<file path="config.mk">
export PLATFORM = sky130hd
export DESIGN_NAME = dls_link3_status
export DESIGN_NICKNAME = d
export VERILOG_FILES = /design/src/pkg/dls_pkg.sv /design/src/hdl/dls_link3_status.sv /design/src/hdl/dls_sticky_bit.sv /design/src/hdl/dls_rx_detect.sv
export VERILOG_INCLUDE_DIRS = /design/src /design/src/pkg
export SDC_FILE = /design/constraint.sdc
export NUM_CORES = 1
export LEC_CHECK = 0
export BUFFER_PORTS_ARGS = -buffer_cell sky130_fd_sc_hd__buf_4
export CAP_MARGIN = 25
export CORE_MARGIN = 3
export CORE_UTILIZATION = 44
export CTS_BUF_LIST = sky130_fd_sc_hd__clkbuf_4 sky130_fd_sc_hd__clkbuf_8 sky130_fd_sc_hd__clkbuf_16
export DETAILED_ROUTE_END_ITERATION = 6
export HOLD_SLACK_MARGIN = 0.15
export PLACE_DENSITY = 0.81
export SLEW_MARGIN = 20
export SYNTH_ARGS = -nofsm -noshare
export SYNTH_HDL_FRONTEND = slang
export SYNTH_SLANG_ARGS = --single-unit
</file>
<file path="constraint.sdc">
create_clock -name aclk -period 1.6 [get_ports aclk]
set_input_delay 0.16 -clock aclk [delete_from_list [all_inputs] [get_ports aclk]]
set_output_delay 0.16 -clock aclk [all_outputs]
set_load 0.02 [all_outputs]
</file>
<file path="src/pkg/dls_defines.svh">
// constants for the data link 3 event status block
// Contract
// RULE1: bit 7 reports last received message kind
// RULE2: bit 6 set when transmit message starts
// RULE3: bit 5 set when receive message starts
// RULE4: bit 4 set when transmit message ends
// RULE5: event bits clear when status is read
// RULE6: host refills buffer on transmit start
// RULE7: host loads next buffer before transmit end
// RULE8: bit 3 set on receive end or full
// RULE9: bit 1 set on seven consecutive ones
// RULE10: bit 0 set on flag octet seen
// RULE11: bit 2 set on frame check failure
// RULE12: set event stays set until read
`ifndef DLS_DEFINES_SVH
`define DLS_DEFINES_SVH
`define DLS_ADDR_STATUS     8'h00
`define DLS_ADDR_MASK       8'h04
`define DLS_ADDR_LSB        2
`define DLS_ADDR_MSB        7
`define DLS_BIT_KIND        7
`define DLS_BIT_TX_START    6
`define DLS_BIT_RX_START    5
`define DLS_BIT_TX_END      4
`define DLS_BIT_RX_END      3
`define DLS_BIT_CHK_FAIL    2
`define DLS_BIT_ABORT       1
`define DLS_BIT_FLAG        0
`define DLS_EVT_MASK        8'h7F
`define DLS_MASK_RESET      8'h00
`define DLS_STATUS_RESET    8'h00
`define DLS_RESP_OKAY       2'h0
`define DLS_RESP_SLVERR     2'h2
`define DLS_FLAG_OCTET      8'h7E
`define DLS_ABORT_ONES      3'h7
`endif

</file>
<file path="src/pkg/dls_pkg.sv">
// types for the data link 3 event status block
package dls_pkg;
  typedef struct packed {
    logic tx_start;
    logic rx_start;
    logic tx_end;
    logic rx_end;
    logic chk_fail;
    logic abort_seen;
    logic flag_seen;
  } dls_events_t;
  typedef enum logic [2:0] {
    DLS_RD_IDLE = 3'b001,
    DLS_RD_RESP = 3'b010,
    DLS_RD_HOLD = 3'b100
  } dls_rd_state_t;
endpackage

</file>
<file path="src/hdl/dls_link3_status.sv">
// data link 3 event status register with AXI4-Lite slave and interrupt
`timescale 1ns/1ps
`default_nettype none
`include "dls_defines.svh"
module dls_link3_status
  import dls_pkg::*;
(
  input  wire logic        aclk,
  input  wire logic        aresetn,
  input  wire logic [7:0]  s_axi_awaddr,
  input  wire logic        s_axi_awvalid,
  output logic             s_axi_awready,
  input  wire logic [31:0] s_axi_wdata,
  input  wire logic [3:0]  s_axi_wstrb,
  input  wire logic        s_axi_wvalid,
  output logic             s_axi_wready,
  output logic [1:0]       s_axi_bresp,
  output logic             s_axi_bvalid,
  input  wire logic        s_axi_bready,
  input  wire logic [7:0]  s_axi_araddr,
  input  wire logic        s_axi_arvalid,
  output logic             s_axi_arready,
  output logic [31:0]      s_axi_rdata,
  output logic [1:0]       s_axi_rresp,
  output logic             s_axi_rvalid,
  input  wire logic        s_axi_rready,
  input  wire logic        tx_msg_start,
  input  wire logic        tx_msg_end,
  input  wire logic        rx_msg_start,
  input  wire logic        rx_msg_end,
  input  wire logic        rx_buf_full,
  input  wire logic        rx_chk_fail,
  input  wire logic        rx_msg_done,
  input  wire logic        rx_msg_kind,
  input  wire logic        rx_bit_en,
  input  wire logic        rx_bit_val,
  output logic             irq
);
  dls_events_t   evt_set;
  dls_events_t   evt_q;
  dls_rd_state_t rd_state_r;
  logic [7:0]    mask_r;
  logic          kind_r;
  logic          flag_pulse;
  logic          abort_pulse;
  logic          status_clr;
  logic [7:0]    status_view;
  logic          aw_got_r;
  logic          w_got_r;
  logic [7:0]    awaddr_r;
  logic [31:0]   wdata_r;
  logic [3:0]    wstrb_r;

  dls_rx_detect u_detect (
    .aclk        (aclk),
    .aresetn     (aresetn),
    .bit_en      (rx_bit_en),
    .bit_val     (rx_bit_val),
    .flag_pulse  (flag_pulse),
    .abort_pulse (abort_pulse)
  );

  always_comb begin
    evt_set.tx_start   = tx_msg_start;              // see RULE2
    evt_set.rx_start   = rx_msg_start;              // see RULE3
    evt_set.tx_end     = tx_msg_end;                // see RULE4
    evt_set.rx_end     = rx_msg_end | rx_buf_full;  // see RULE8
    evt_set.chk_fail   = rx_chk_fail;               // see RULE11
    evt_set.abort_seen = abort_pulse;               // see RULE9
    evt_set.flag_seen  = flag_pulse;                // see RULE10
  end

  genvar gi;
  generate
    for (gi = 0; gi < $bits(dls_events_t); gi = gi + 1) begin : g_evt
      dls_sticky_bit u_bit (
        .aclk    (aclk),
        .aresetn (aresetn),
        .set_i   (evt_set[gi]),
        .clr_i   (status_clr),
        .q       (evt_q[gi])
      );
    end
  endgenerate

  // last received message kind, not cleared by reads
  always_ff @(posedge aclk) begin
    if (!aresetn) begin
      kind_r <= 1'b0;
    end else if (rx_msg_done) begin
      kind_r <= rx_msg_kind; // see RULE1
    end
  end

  assign status_view = {kind_r, evt_q};

  // read channel: one read at a time
  always_ff @(posedge aclk) begin
    if (!aresetn) begin
      rd_state_r    <= DLS_RD_IDLE;
      s_axi_arready <= 1'b0;
      s_axi_rvalid  <= 1'b0;
      s_axi_rdata   <= 32'h0000_0000;
      s_axi_rresp   <= `DLS_RESP_OKAY;
    end else begin
      case (rd_state_r)
        DLS_RD_IDLE: begin
          if (s_axi_arvalid) begin
            s_axi_arready <= 1'b1;
            rd_state_r    <= DLS_RD_RESP;
          end
        end
        DLS_RD_RESP: begin
          s_axi_arready <= 1'b0;
          s_axi_rvalid  <= 1'b1;
          s_axi_rresp   <= `DLS_RESP_OKAY;
          if (s_axi_araddr[`DLS_ADDR_MSB:`DLS_ADDR_LSB] ==
              `DLS_ADDR_STATUS >> `DLS_ADDR_LSB) begin
            s_axi_rdata <= {24'h00_0000, status_view};
          end else if (s_axi_araddr[`DLS_ADDR_MSB:`DLS_ADDR_LSB] ==
                       `DLS_ADDR_MASK >> `DLS_ADDR_LSB) begin
            s_axi_rdata <= {24'h00_0000, mask_r};
          end else begin
            s_axi_rdata <= 32'h0000_0000;
            s_axi_rresp <= `DLS_RESP_SLVERR;
          end
          rd_state_r <= DLS_RD_HOLD;
        end
        DLS_RD_HOLD: begin
          if (s_axi_rready) begin
            s_axi_rvalid <= 1'b0;
            rd_state_r   <= DLS_RD_IDLE;
          end
        end
        default: begin
          rd_state_r <= DLS_RD_IDLE;
        end
      endcase
    end
  end

  // araddr held by master until arready edge, sampled at that edge while arready is high
  assign status_clr = (rd_state_r == DLS_RD_RESP) &&
                      (s_axi_araddr[`DLS_ADDR_MSB:`DLS_ADDR_LSB] ==
                       `DLS_ADDR_STATUS >> `DLS_ADDR_LSB); // see RULE5

  // write channel: address and data in either order
  always_ff @(posedge aclk) begin
    if (!aresetn) begin
      aw_got_r      <= 1'b0;
      s_axi_awready <= 1'b0;
      awaddr_r      <= 8'h00;
    end else begin
      s_axi_awready <= 1'b0;
      if (s_axi_bvalid && s_axi_bready) begin
        aw_got_r <= 1'b0;
      end else if (s_axi_awvalid && !aw_got_r && !s_axi_awready) begin
        s_axi_awready <= 1'b1;
        aw_got_r      <= 1'b1;
        awaddr_r      <= s_axi_awaddr;
      end
    end
  end

  always_ff @(posedge aclk) begin
    if (!aresetn) begin
      w_got_r      <= 1'b0;
      s_axi_wready <= 1'b0;
      wdata_r      <= 32'h0000_0000;
      wstrb_r      <= 4'h0;
    end else begin
      s_axi_wready <= 1'b0;
      if (s_axi_bvalid && s_axi_bready) begin
        w_got_r <= 1'b0;
      end else if (s_axi_wvalid && !w_got_r && !s_axi_wready) begin
        s_axi_wready <= 1'b1;
        w_got_r      <= 1'b1;
        wdata_r      <= s_axi_wdata;
        wstrb_r      <= s_axi_wstrb;
      end
    end
  end

  // response after both halves; mask is the only writable register
  always_ff @(posedge aclk) begin
    if (!aresetn) begin
      s_axi_bvalid <= 1'b0;
      s_axi_bresp  <= `DLS_RESP_OKAY;
      mask_r       <= `DLS_MASK_RESET;
    end else if (s_axi_bvalid) begin
      if (s_axi_bready) begin
        s_axi_bvalid <= 1'b0;
      end
    end else if (aw_got_r && w_got_r && !s_axi_awready && !s_axi_wready) begin
      s_axi_bvalid <= 1'b1;
      if (awaddr_r[`DLS_ADDR_MSB:`DLS_ADDR_LSB] == `DLS_ADDR_MASK >> `DLS_ADDR_LSB) begin
        s_axi_bresp <= `DLS_RESP_OKAY;
        if (wstrb_r[0]) begin
          mask_r <= wdata_r[7:0] & `DLS_EVT_MASK;
        end
      end else if (awaddr_r[`DLS_ADDR_MSB:`DLS_ADDR_LSB] == `DLS_ADDR_STATUS >> `DLS_ADDR_LSB) begin
        s_axi_bresp <= `DLS_RESP_OKAY;
      end else begin
        s_axi_bresp <= `DLS_RESP_SLVERR;
      end
    end
  end

  always_ff @(posedge aclk) begin
    if (!aresetn) begin
      irq <= 1'b0;
    end else begin
      irq <= |({1'b0, evt_q} & mask_r & `DLS_EVT_MASK);
    end
  end
endmodule
`default_nettype wire

</file>
<file path="src/hdl/dls_sticky_bit.sv">
// one sticky event bit, set wins over read clear
`timescale 1ns/1ps
`default_nettype none
module dls_sticky_bit (
  input  wire logic aclk,
  input  wire logic aresetn,
  input  wire logic set_i,
  input  wire logic clr_i,
  output logic      q
);
  always_ff @(posedge aclk) begin
    if (!aresetn) begin
      q <= 1'b0;
    end else if (set_i) begin
      q <= 1'b1; // see RULE12
    end else if (clr_i) begin
      q <= 1'b0; // see RULE5
    end
  end
endmodule
`default_nettype wire

</file>
<file path="src/hdl/dls_rx_detect.sv">
// serial detector for flag octet and abort ones on the data link
`timescale 1ns/1ps
`default_nettype none
`include "dls_defines.svh"
module dls_rx_detect (
  input  wire logic aclk,
  input  wire logic aresetn,
  input  wire logic bit_en,
  input  wire logic bit_val,
  output logic      flag_pulse,
  output logic      abort_pulse
);
  logic [7:0] shift_r;
  logic [2:0] ones_r;
  logic [7:0] shift_nxt;
  assign shift_nxt = {shift_r[6:0], bit_val};
  always_ff @(posedge aclk) begin
    if (!aresetn) begin
      shift_r <= 8'h00;
    end else if (bit_en) begin
      shift_r <= shift_nxt;
    end
  end
  always_ff @(posedge aclk) begin
    if (!aresetn) begin
      ones_r <= 3'h0;
    end else if (bit_en) begin
      if (!bit_val) begin
        ones_r <= 3'h0;
      end else if (ones_r != `DLS_ABORT_ONES) begin
        ones_r <= ones_r + 3'h1;
      end
    end
  end
  always_ff @(posedge aclk) begin
    if (!aresetn) begin
      flag_pulse  <= 1'b0;
      abort_pulse <= 1'b0;
    end else begin
      flag_pulse  <= bit_en && (shift_nxt == `DLS_FLAG_OCTET); // see RULE10
      // seventh one in a row, once per run
      abort_pulse <= bit_en && bit_val && (ones_r == (`DLS_ABORT_ONES - 3'h1)); // see RULE9
    end
  end
endmodule
`default_nettype wire

</file>
==> reports/metrics.yaml <==
hold_path:
  hold_class: "input pin to flip-flop"
  min_path_cells: 2
  hold_start: "aresetn"
  hold_path_end: "rd_state_r[0]$_SDFFE_PN1P_"
detailed_routing:
  via_per_inst: 5.119
  wl_um: 6258
  drc: 0
  drt_pass1_iterations: 6
  wl_per_cell_um: 12.85
  vias: 2493
  antenna_left: 0
  drtIter0Drc: 168
cts:
  clock_sinks: 62
  cts-root-buf: "clkbuf_8"
  clk_pin_slew_ns: 0.06
  clk_latency_ns: 0.34
  cts_made_buffers: 9
  htree_levels: 3
  cts_tree: "done"
  cts_buffer_depth: 2
setup_path:
  worst_ep_arrival_time_ns: 1.79
  crit_slowest_cell: "or4_1"
  critPathTopFamily: "simple AND/OR/NAND/NOR gates"
  crit_cells: 3
  crit_path_cell_trace: "or3b_4 -> or4_1 -> a21oi_1"
  rrSetupSlack_ns: 0.08
  cpPeakStageDelay_ns: 0.53
  rr_worst_depth: 3
  reg2reg_to: "s_axi_rdata[2]$_SDFFE_PN0P_"
  crit_required_ns: 1.87
  start_kind: "flip-flop"
  cp-end-kind: "flip-flop"
  critPathBufInv: 0
  reg2reg_from: "rd_state_r[2]$_SDFFE_PN0P_"
  worstSetupPathType: "flip-flop to flip-flop"
  cp_max_fo: 6
logic_synthesis:
  synth_edf_count: 0
  ys_top_cells_by_count: "dfxtp_1 (62), a21oi_1 (38), buf_4 (27), nand2_1 (26), o21ai_0 (25)"
  syn-mean-instance-area_um2: 8.680
  yosysWarnings: 0
  syn_inst: 321
  ys_seq_elements: 62
  synthFlopType: "dfxtp_1"
  yosysMostFrequentCell: "dfxtp_1"
  seq_area_frac_synth_pct: 44.54
  synth_top_area_share_pct: 44.54
  ys_types: 45
  async_flop_share_pct: 0
  syn_area_um2: 2786
  synth_top_area_cell: "dfxtp_1"
  ys_top_cells_by_area: "dfxtp_1 (45%), mux2i_1 (7.9%), buf_4 (7.3%), a21oi_1 (6.8%), o21ai_0 (4.5%)"
placed_design:
  port_buffers: 52
  globalplace.congestion: 0.7687
  post-dp-hpwl_um: 4042
  place_area_um2: 3197
  dpl_worst_slack_ns: -0.09303
timing:
  hold_violations: 0
  rsz0062_at_grt: "false"
  period_needed_ns: 1.516
  hold_ws_ns: 0.1695
  tns_ns: 0
  setup_ws_ns: 0.08410
  worst_clock_skew_ns: 0.003390
  finalCritPeriodShare_pct: 94.74
  setup_viol: 0
  timing.fmax_ghz: 0.6597
  drv_slew: 0
floorplanning:
  rows: 28
  core_um2: 6026
  die-area_um2: 7324
  fp.dieH_um: 85.58
  ios: 111
  start_util_pct: 46.24
  die_w_um: 85.58
final_layout:
  nets: 479
  area_delta_synth_final_pct: 33.14
  n_antenna_cell: 0
  design_area_um2: 3710
  fillerInstances: 511
  drive_gt1_share_pct: 21.60
global_routing:
  grt_pass1_wl_um: 10480
  grt-ovfl-total: 0
  grt_max_degree: 43
  track_usage_pct: 17.70
  antenna_found_initial: 0
  grt_pass1_vias: 2405
power:
  leakagePower_uw: 0.001511
  p_per_area_nw_per_um2: 939.5
  vdd_ir_drop_max_uv: 585.5
  totalPowerFinal_uw: 3485
flow_run:
  cap_violations: 0
run_status:
  status: "completed"
cells in the final DEF, fill, tap and decap left out, types with 2 or more instances in the layout:
cell type | netlist | layout
clkbuf_8 | 0 | 11
clkbuf_4 | 0 | 2
buf_4 | 27 | 67
and2_1 | 2 | 2
or4_1 | 9 | 9
nor3b_1 | 6 | 6
mux2i_1 | 22 | 22
nor3_1 | 12 | 12
nor2_1 | 14 | 14
inv_1 | 7 | 7
dlygate4sd3_1 | 0 | 27
a22oi_1 | 2 | 2
a21oi_1 | 38 | 37
conb_1 | 1 | 26
nand3_1 | 15 | 15
ha_1 | 3 | 3
nor4b_1 | 2 | 2
dfxtp_1 | 62 | 61
nand2b_1 | 5 | 5
nand2_1 | 26 | 26
o21ai_0 | 25 | 25
or3b_4 | 0 | 2
metal layers:
layer	GRT usage, %	part of all wire [%]	vias to the layer above
li1	-	-	1256
met1	20.77	42	1116
met2	30.51	49	99
met3	5.476	6.9	22
met4	6.187	2.0	0
met5	0	0	-
where the power goes:
part           internal [uW]  switching (uW)
clock network            836             572
registers               1600            42.2
logic                    206             228
total                   2640             842
flip-flops by register name (all words and copies together) (netlist names), 3 cells and up:
name,flops
s_axi_rdata,8
g_evt.u_bit.q,7
mask_r,7
u_detect.shift_r,7
wdata_r,7
awaddr_r,6
rd_state_r,3
u_detect.ones_r,3
cell type report:
type | count | area, um^2 | area share, %
Clock buffer | 13 | 166.4 | 4.486
Clock inverter | 3 | 42.54 | 1.147
Inverter | 8 | 30.03 | 0.8094
Multi-Input combinational cell | 231 | 1341 | 36.16
Sequential cell | 62 | 1242 | 33.49
Tap cell | 75 | 93.84 | 2.530
Timing Repair Buffer | 95 | 793.3 | 21.38
worst max path at each step:
stage | startpoint | endpoint
global placement | s_axi_araddr[7] | s_axi_rdata[6]$_SDFFE_PN0P_
CTS | rd_state_r[1]$_SDFFE_PN0P_ | s_axi_rdata[2]$_SDFFE_PN0P_
floorplan | rd_state_r[1]$_SDFFE_PN0P_ | s_axi_rdata[7]$_SDFFE_PN0P_
global route | rd_state_r[2]$_SDFFE_PN0P_ | s_axi_rdata[5]$_SDFFE_PN0P_
finish | rd_state_r[2]$_SDFFE_PN0P_ | s_axi_rdata[2]$_SDFFE_PN0P_
detailed placement | s_axi_araddr[7] | s_axi_rdata[2]$_SDFFE_PN0P_
what timing repair did:
action                     CTS  global route
setup buffers                0             2
hold endpoints to repair    28             0
pin swaps                    0             0
gates cloned                 0             1
resized for setup            1             3
hold buffers                27             0
setup endpoints to repair    6             3
worst register-to-register path: stages, from the launching register on:
cell     delay [ns]
dfxtp_1        0.33
or3b_4         0.43
or4_1          0.53
a21oi_1        0.16
logic make-up after synthesis:
group / share of synthesized area, %
AOI/OAI and AO/OA: 14.46
adders and majority gates: 1.347
buffers and inverters: 11.32
DFF: 44.54
muxes: 7.903
other: 0.1346
and+or+nand+nor: 20.30
stage by stage:
step / util [%] / cells
after floorplan: - / 346
after global placement: 53.05 / 441
after detailed placement: 53.05 / 441
after CTS: 61.05 / 484
after global routing: 61.57 / 487
final: 61.57 / 487
Power figures use the tool's default switching activity.
